===== src/design/i2st_regs.svh =====
`ifndef I2ST_REGS_SVH
`define I2ST_REGS_SVH

// Register indices; the byte address on the bus is four times the index.
`define I2ST_IDX_DATA 8'he0
`define I2ST_IDX_STATE 8'hed
`define I2ST_IDX_RATE 8'hee
`define I2ST_IDX_TIMEOUT 8'hef
`define I2ST_IDX_CTRL 8'hea
`define I2ST_IDX_INTSTAT 8'heb
`define I2ST_IDX_INTMASK 8'hec

// Timeout control fields.
`define I2ST_TO_RUN 2
`define I2ST_TO_PRESC 1
`define I2ST_TO_FLAG 0

// Control fields.
`define I2ST_CTRL_SI 0
`define I2ST_CTRL_SIE 1
`define I2ST_CTRL_GIE 2

// Interrupt status and mask fields.
`define I2ST_INT_EVENT 0
`define I2ST_INT_TIMEOUT 1
`define I2ST_INT_BUSERR 2

// State codes, reset values and the last prescaler count.
`define I2ST_CODE_IDLE 5'h1f
`define I2ST_CODE_BUSERR 5'h00
`define I2ST_STATE_RST 8'hf8
`define I2ST_DATA_RST 8'h00
`define I2ST_RATE_RST 8'h00
`define I2ST_MASK_RST 3'h7
`define I2ST_PRESC_LAST 2'h3

`endif


===== src/design/i2st_pkg.sv =====
package i2st_pkg;

    // Signals from the shift engine of the serial controller.
    typedef struct packed {
        logic stateStrobe;
        logic [4:0] stateCode;
        logic rxLoad;
        logic [7:0] rxByte;
        logic byteActive;
    } i2st_eng_in_t;

    // Signals back to the shift engine.
    typedef struct packed {
        logic serialEvent;
        logic bitTick;
        logic [7:0] txByte;
    } i2st_eng_out_t;

    // Interrupt sources held in the sticky status register.
    typedef struct packed {
        logic busErr;
        logic timeout;
        logic event_;
    } i2st_int_t;

endpackage : i2st_pkg


===== src/design/i2st_top.sv =====
// Functional notes
// - State code low three bits read zero.
// - Upper five bits hold protocol state code.
// - Idle code F8 raises no flag.
// - Entering non-idle state sets flag, interrupt.
// - Code valid after flag, held past clear.
// - Misplaced START or STOP gives code 00.
// - Eight-bit data register, transmit or receive.
// - Bit rate derived from divider register.
// - Setting run clears then starts counter.
// - Clearing run stops the timeout counter.
// - Run set accepted only while flag clear.
// - Prescale bit selects clock or quarter.
// - Overflow sets timeout flag, requests interrupt.
// - Timeout flag cleared only by software.
// - Flag sticky; interrupt needs both enables.
module i2st_top #(
    parameter int CNT_W = 14
) (
    input wire logic clk,
    input wire logic resetn,
    input wire logic psel,
    input wire logic penable,
    input wire logic pwrite,
    input wire logic [11:0] paddr,
    input wire logic [31:0] pwdata,
    output logic [31:0] prdata,
    output logic pready,
    output logic pslverr,
    input wire i2st_pkg::i2st_eng_in_t engIn,
    output i2st_pkg::i2st_eng_out_t engOut,
    input wire logic sclPin,
    input wire logic sdaPin,
    output logic irq
);

`include "i2st_regs.svh"

    if (CNT_W < 3 || CNT_W > 24) begin : gBadWidth
        $error("CNT_W must lie between 3 and 24");
    end

    logic [7:0] dataReg;
    logic [7:0] dataNext;
    logic [7:0] stateReg;
    logic [7:0] stateNext;
    logic [7:0] rateReg;
    logic [7:0] divCnt_reg;
    logic [7:0] divCnt_next;
    logic [4:0] codeLatch_reg;
    logic [4:0] codeLatch_next;
    logic siReg;
    logic siNext;
    logic siDly_reg;
    logic sieReg;
    logic gieReg;
    logic runReg;
    logic runNext;
    logic prescReg;
    logic tifReg;
    logic tifNext;
    logic [CNT_W-1:0] toCount_reg;
    logic [CNT_W-1:0] toCount_next;
    logic [1:0] preCnt_reg;
    logic [1:0] preCnt_next;
    logic [2:0] intStat_reg;
    logic [2:0] intStat_next;
    logic [2:0] intMask_reg;
    logic [31:0] rdata_reg;
    logic [1:0] sclSync_reg;
    logic [1:0] sdaSync_reg;
    logic sdaLast_reg;

    // Bus decode.
    wire logic [7:0] regIdx = paddr[9:2];
    wire logic addrOk = (paddr[11:10] == 2'h0) && (paddr[1:0] == 2'h0);
    wire logic hitData = addrOk && (regIdx == `I2ST_IDX_DATA);
    wire logic hitState = addrOk && (regIdx == `I2ST_IDX_STATE);
    wire logic hitRate = addrOk && (regIdx == `I2ST_IDX_RATE);
    wire logic hitTimeout = addrOk && (regIdx == `I2ST_IDX_TIMEOUT);
    wire logic hitCtrl = addrOk && (regIdx == `I2ST_IDX_CTRL);
    wire logic hitIntStat = addrOk && (regIdx == `I2ST_IDX_INTSTAT);
    wire logic hitIntMask = addrOk && (regIdx == `I2ST_IDX_INTMASK);
    wire logic hitAny = hitData | hitState | hitRate | hitTimeout | hitCtrl
        | hitIntStat | hitIntMask;
    wire logic wrAcc = psel && penable && pwrite && hitAny;
    wire logic setupRd = psel && !penable && !pwrite;
    wire logic wrData = wrAcc && hitData;
    wire logic wrRate = wrAcc && hitRate;
    wire logic wrTimeout = wrAcc && hitTimeout;
    wire logic wrCtrl = wrAcc && hitCtrl;
    wire logic wrIntStat = wrAcc && hitIntStat;
    wire logic wrIntMask = wrAcc && hitIntMask;

    assign pready = 1'b1;
    assign pslverr = psel && penable && !hitAny;
    assign prdata = rdata_reg;

    wire logic [7:0] timeoutView = {5'h00, runReg, prescReg, tifReg};
    wire logic [7:0] ctrlView = {5'h00, gieReg, sieReg, siReg};
    wire logic [7:0] readMux =
        hitData ? dataReg :
        hitState ? stateReg :
        hitRate ? rateReg :
        hitTimeout ? timeoutView :
        hitCtrl ? ctrlView :
        hitIntStat ? {5'h00, intStat_reg} :
        hitIntMask ? {5'h00, intMask_reg} : 8'h00;

    // Bus error: START or STOP seen while a byte or acknowledge is moving.
    wire logic sclHigh = sclSync_reg[1];
    wire logic sdaNow = sdaSync_reg[1];
    wire logic startCond = sclHigh && sdaLast_reg && !sdaNow;
    wire logic stopCond = sclHigh && !sdaLast_reg && sdaNow;
    wire logic busErr = engIn.byteActive && (startCond || stopCond);

    // A new state arrives; the bus error code overrides the engine's code.
    wire logic [4:0] newCode = busErr ? `I2ST_CODE_BUSERR : engIn.stateCode;
    wire logic newState = busErr || engIn.stateStrobe;
    wire logic takeEvent = newState && !siReg
        && (newCode != `I2ST_CODE_IDLE);
    wire logic siClear = wrCtrl && !pwdata[`I2ST_CTRL_SI];

    always_comb begin
        siNext = siReg;
        codeLatch_next = codeLatch_reg;
        if (siClear) begin
            siNext = 1'b0;
        end
        if (takeEvent) begin
            siNext = 1'b1;
            codeLatch_next = newCode;
        end
    end

    // The visible code follows the flag by one cycle and outlives its clear by one.
    always_comb begin
        stateNext = stateReg;
        if (siReg && !siDly_reg) begin
            stateNext = {codeLatch_reg, 3'h0};
        end else if (!siReg && siDly_reg) begin
            stateNext = `I2ST_STATE_RST;
        end
    end

    // Received byte wins over a software write in the same cycle.
    always_comb begin
        dataNext = dataReg;
        if (engIn.rxLoad) begin
            dataNext = engIn.rxByte;
        end else if (wrData) begin
            dataNext = pwdata[7:0];
        end
    end

    // Bit-rate tick: one pulse every divider+1 cycles.
    wire logic bitTick = (divCnt_reg >= rateReg);
    assign divCnt_next = bitTick ? 8'h00 : divCnt_reg + 8'h01;

    // Timeout counter.
    wire logic runAsk = wrTimeout && pwdata[`I2ST_TO_RUN];
    wire logic runStart = runAsk && !runReg && !siReg;
    wire logic countTick = !prescReg || (preCnt_reg == `I2ST_PRESC_LAST);
    wire logic cntFull = (toCount_reg == {CNT_W{1'b1}});
    wire logic overflow = runReg && !runStart && countTick && cntFull;

    always_comb begin
        runNext = runReg;
        if (wrTimeout) begin
            runNext = runStart || (runReg && pwdata[`I2ST_TO_RUN]);
        end
    end

    always_comb begin
        toCount_next = toCount_reg;
        preCnt_next = preCnt_reg + 2'h1;
        if (runStart) begin
            toCount_next = '0;
            preCnt_next = 2'h0;
        end else if (runReg && countTick) begin
            toCount_next = toCount_reg + {{(CNT_W-1){1'b0}}, 1'b1};
        end
    end

    always_comb begin
        tifNext = tifReg;
        if (wrTimeout && !pwdata[`I2ST_TO_FLAG]) begin
            tifNext = 1'b0;
        end
        if (overflow) begin
            tifNext = 1'b1;
        end
    end

    // Sticky interrupt status: write one to clear, a new event wins.
    wire logic [2:0] intEvents = {busErr && takeEvent, overflow, takeEvent};
    always_comb begin
        intStat_next = intStat_reg;
        if (wrIntStat) begin
            intStat_next = intStat_reg & ~pwdata[2:0];
        end
        intStat_next = intStat_next | intEvents;
    end

    // Serial flag and timeout flag both require the two enables.
    wire logic flagPending = siReg || tifReg;
    assign irq = gieReg && sieReg && flagPending
        && |(intStat_reg & intMask_reg);

    assign engOut.serialEvent = siReg;
    assign engOut.bitTick = bitTick;
    assign engOut.txByte = dataReg;

    always_ff @(posedge clk) begin
        if (!resetn) begin
            sclSync_reg <= 2'h3;
            sdaSync_reg <= 2'h3;
            sdaLast_reg <= 1'b1;
        end else begin
            sclSync_reg <= {sclSync_reg[0], sclPin};
            sdaSync_reg <= {sdaSync_reg[0], sdaPin};
            sdaLast_reg <= sdaSync_reg[1];
        end
    end

    always_ff @(posedge clk) begin
        if (!resetn) begin
            siReg <= 1'b0;
            siDly_reg <= 1'b0;
            codeLatch_reg <= `I2ST_CODE_IDLE;
            stateReg <= `I2ST_STATE_RST;
            dataReg <= `I2ST_DATA_RST;
        end else begin
            siReg <= siNext;
            siDly_reg <= siReg;
            codeLatch_reg <= codeLatch_next;
            stateReg <= stateNext;
            dataReg <= dataNext;
        end
    end

    always_ff @(posedge clk) begin
        if (!resetn) begin
            rateReg <= `I2ST_RATE_RST;
            divCnt_reg <= 8'h00;
            sieReg <= 1'b0;
            gieReg <= 1'b0;
        end else begin
            rateReg <= wrRate ? pwdata[7:0] : rateReg;
            divCnt_reg <= divCnt_next;
            sieReg <= wrCtrl ? pwdata[`I2ST_CTRL_SIE] : sieReg;
            gieReg <= wrCtrl ? pwdata[`I2ST_CTRL_GIE] : gieReg;
        end
    end

    always_ff @(posedge clk) begin
        if (!resetn) begin
            runReg <= 1'b0;
            prescReg <= 1'b0;
            tifReg <= 1'b0;
            toCount_reg <= '0;
            preCnt_reg <= 2'h0;
        end else begin
            runReg <= runNext;
            prescReg <= wrTimeout ? pwdata[`I2ST_TO_PRESC] : prescReg;
            tifReg <= tifNext;
            toCount_reg <= toCount_next;
            preCnt_reg <= preCnt_next;
        end
    end

    always_ff @(posedge clk) begin
        if (!resetn) begin
            intStat_reg <= 3'h0;
            intMask_reg <= `I2ST_MASK_RST;
            rdata_reg <= 32'h0000_0000;
        end else begin
            intStat_reg <= intStat_next;
            intMask_reg <= wrIntMask ? pwdata[2:0] : intMask_reg;
            rdata_reg <= setupRd ? {24'h00_0000, readMux} : rdata_reg;
        end
    end
endmodule : i2st_top


===== config.mk =====
export PLATFORM = sky130hd
export DESIGN_NAME = i2st_top
export DESIGN_NICKNAME = d
export VERILOG_FILES = /design/src/design/i2st_pkg.sv /design/src/design/i2st_top.sv
export VERILOG_INCLUDE_DIRS = /design/src /design/src/design
export SDC_FILE = /design/constraint.sdc
export NUM_CORES = 1
export LEC_CHECK = 0
export ABC_AREA = 1
export BUFFER_PORTS_ARGS = -buffer_cell sky130_fd_sc_hd__buf_2
export CORE_MARGIN = 2
export CORE_UTILIZATION = 53
export CTS_CLUSTER_DIAMETER = 120
export CTS_CLUSTER_SIZE = 10
export DETAILED_ROUTE_END_ITERATION = 10
export GPL_TIMING_DRIVEN = 0
export PLACE_DENSITY = 0.86
export SYNTH_ARGS = -nofsm -noshare
export SYNTH_HDL_FRONTEND = slang
export SYNTH_SLANG_ARGS = --single-unit

===== constraint.sdc =====
create_clock -name clk -period 1.81 [get_ports clk]
set_input_delay 0.362 -clock clk [delete_from_list [all_inputs] [get_ports clk]]
set_output_delay 0.362 -clock clk [all_outputs]
set_load 0.1 [all_outputs]

==> metrics <==
Logic pwr share=a little over a fifth; Setup WS pre-CTS=-267 ps; final hold viol count=0; Worst Hold Depth=2; highest clock rate=~0.49 GHz; kind of critical path=reg -> out; Flop pwr share=between 40% and 50%; Area growth syn-to-layout=23.2%; end of the worst hold path=sdaSync_reg[0]$_SDFF_PN1_; reg2reg start=preCnt_reg[0]$_SDFF_PP0_; worst setup margin=-220 ps; ys async rst share=0%; CTS max path bufs=2; Reg area=roughly 1500 µm²; I/O pins=about 110; H-tree Lvls=3; worst hold slack=about 190 ps; nets=751; Die Height=91.9 µm; sequential cell area fraction in the yosys report=between 30% and 40%; Fill cells=around 660; Leak=2.36 nW; Yosys top cell area share=around 37%; Max Cap Viol=0; placed cell area=around 4600 µm²; Initial Util=between 50% and 60%; vias in the first global route=roughly 3800; syn_area_per_cell=7.22 µm²; vias per cell=between 5 and 6; Setup-failing EPs final=1; Cells after Synth=roughly 570; nature of the critical path endpoint=output pin; most frequent cells in the layout=nand2_1, dfxtp_1, buf_2; Tcrit/Tclk final=112%; largest net degree at the start of global routing=13; top_reg_cell synth=dfxtp_1; clk slew on worst S/H paths=roughly 80 ps; Worst slew margin=49.2%; Synth area leader=dfxtp_1; Antenna Violating Nets Remaining=0; Die Wd=91.9 µm; yosys warns=0; worst min-delay path category=in -> reg; fin. max-slew vios=0; final instance area=approximately 5000 µm²; CTS Buf Count=9; Total Wirelength=10.6 mm; via count=between 4000 and 5000; Power Internal=roughly 2.4 mW; RR Endpoint=tifReg$_SDFFE_PN0P_; cell area power density=approximately 730 nW/µm²; failing checks=setup timing; Worst Setup Start Kind=register; switch share=a little over a third; top post-synthesis cells by area=dfxtp_1, nand2_1, inv_1; All-Layer GR Usage=between 20 and 30%; global-route wire length before repair=17.1 mm; Synth Register Bits=76; Crit Path Max Fanout=2; Antenna diodes=0; RD Place Congestion=about 0.93; R2R Setup Slk=~150 ps; RSZ-0062 raised after global routing=true; Rows=32; Post-route DRC=0; Pwr Total=3.69 mW; clock power share=between 30% and 40%; Synth cell types=40; Post-DP HPWL=7.73 mm; number of enable flip-flop cells after synthesis=0; First DRT Iteration DRCs=~220; commonest non-fill, non-tap cell in the layout=nand2_1; skew final=between 9 and 10 ps; initial antenna violation count=0; CTS tree=built; outcome=finished, violations left; share of layout cells above drive strength 1=27.8%; Final Util=66.4%; Post-Syn Area=4100 µm²; gr ovfl total=0; clk sinks=76; Multi-input gate area=around 2300 µm²; Worst-Margin Slew=roughly 760 ps; core area=7610 µm²; Avg WL per Cell=roughly 14 µm; Critical Path RT=1450 ps; CTS root buf=clkbuf_8; Worst Hold Launch=sdaPin; crit path time final=around 2000 ps; DIE AREA=8450 µm²; NetSw=between 1 and 1.5 mW; Reg2Reg Depth=8; TritonRoute pass-1 iters=5; Worst-Skew Late Latency=approximately 360 ps; Max IR drop VDD=0.448 mV; # port buffers=62; max reg flops=14; CP arrival=roughly 1700 ps
==> cell families (layout without fill, tap and decap cells) <==
logic type | count (synthesis) | after routing | synth area share (%)
simple gates | 291 | 291 | 33.5
buf+inv | 100 | 185 | 12.0
flops | 76 | 76 | 37.1
compound gates | 70 | 70 | 9.92
xor+xnor | 16 | 16 | 3.42
fa+ha+maj | 12 | 12 | 3.66
other cells | 2 | 25 | 0.183
mux | 1 | 1 | 0.244
==> critical path: stages, from the launching register on <==
cell     delay [ps]
dfxtp_2         340
inv_1            80
ha_4            280
nand2_1          70
nor2_2          170
nand2_2         100
nand3_2          90
buf_12          180
==> stage by stage <==
| step | setup TNS (ps) | std cells |
|---|---|---|
| 2_1_floorplan | 0 | 591 |
| 3_3_place_gp | -1700 | 755 |
| 3_5_place_dp | -3000 | 755 |
| 4_1_cts | -1580 | 778 |
| 5_1_grt | -292 | 778 |
| 6_report | -220 | 778 |
==> cell usage after synthesis (4+ instances only) <==
master	instances
a41oi_1	5
nor3_1	6
nand3_1	39
a21oi_1	32
clkbuf_1	8
buf_4	27
or2_2	7
ha_1	12
xnor2_1	7
inv_2	4
nor2_1	57
inv_1	57
nand2_1	138
nor2_2	12
o21ai_0	23
xor2_1	9
dfxtp_1	76
nand4_1	14
==> final cells by class <==
| cell class | instances | area share [%] |
|---|---|---|
| clock buffer | 10 | 2.53 |
| sequential | 76 | 30.3 |
| timing repair buffer | 71 | 8.25 |
| clock inverter | 5 | 0.595 |
| inverter | 61 | 4.68 |
| multi-input combinational | 415 | 46.0 |
| buffer | 38 | 5.05 |
| tap | 102 | 2.53 |
==> layer usage <==
metal / GRT usage (%) / share of wire (%) / wire length (µm)
met1: 29.8 / 41 / 4310
met4: 12.3 / 3.6 / 383
met2: 44.7 / 48 / 5080
met3: 4.11 / 7.4 / 781
met5: 0 / 0 / 0
==> what timing repair did <==
action,4_1_cts,5_1_grt
cloned,0,0
pin swaps,8,7
hold buffers,0,0
gates resized for setup,24,29
setup endpoints to repair,3,28
setup buffers,9,4
==> power groups by stage <==
stage / Combinational, mW / Sequential (mW) / Clock (mW)
6_report: 0.787 / 1.79 / 1.11
5_1_grt: 0.839 / 1.79 / 1.19
4_1_cts: 0.777 / 1.78 / 1.12
3_5_place_dp: 0.771 / 1.82 / 0
3_3_place_gp: 0.756 / 1.82 / 0
2_1_floorplan: 0.501 / 1.94 / 0
==> worst max path at each step <==
stage                             from        end  depth (start not counted)
2_1_floorplan                 paddr[8]    pslverr                          7
3_3_place_gp                  paddr[8]    pslverr                          9
3_5_place_dp                  paddr[8]    pslverr                          9
4_1_cts        rateReg[3]$_SDFFE_PN0P_  engOut[8]                          7
5_1_grt        rateReg[5]$_SDFFE_PN0P_  engOut[8]                          7
6_report       rateReg[5]$_SDFFE_PN0P_  engOut[8]                          7
No activity file was read; power rests on OpenSTA's default activity.
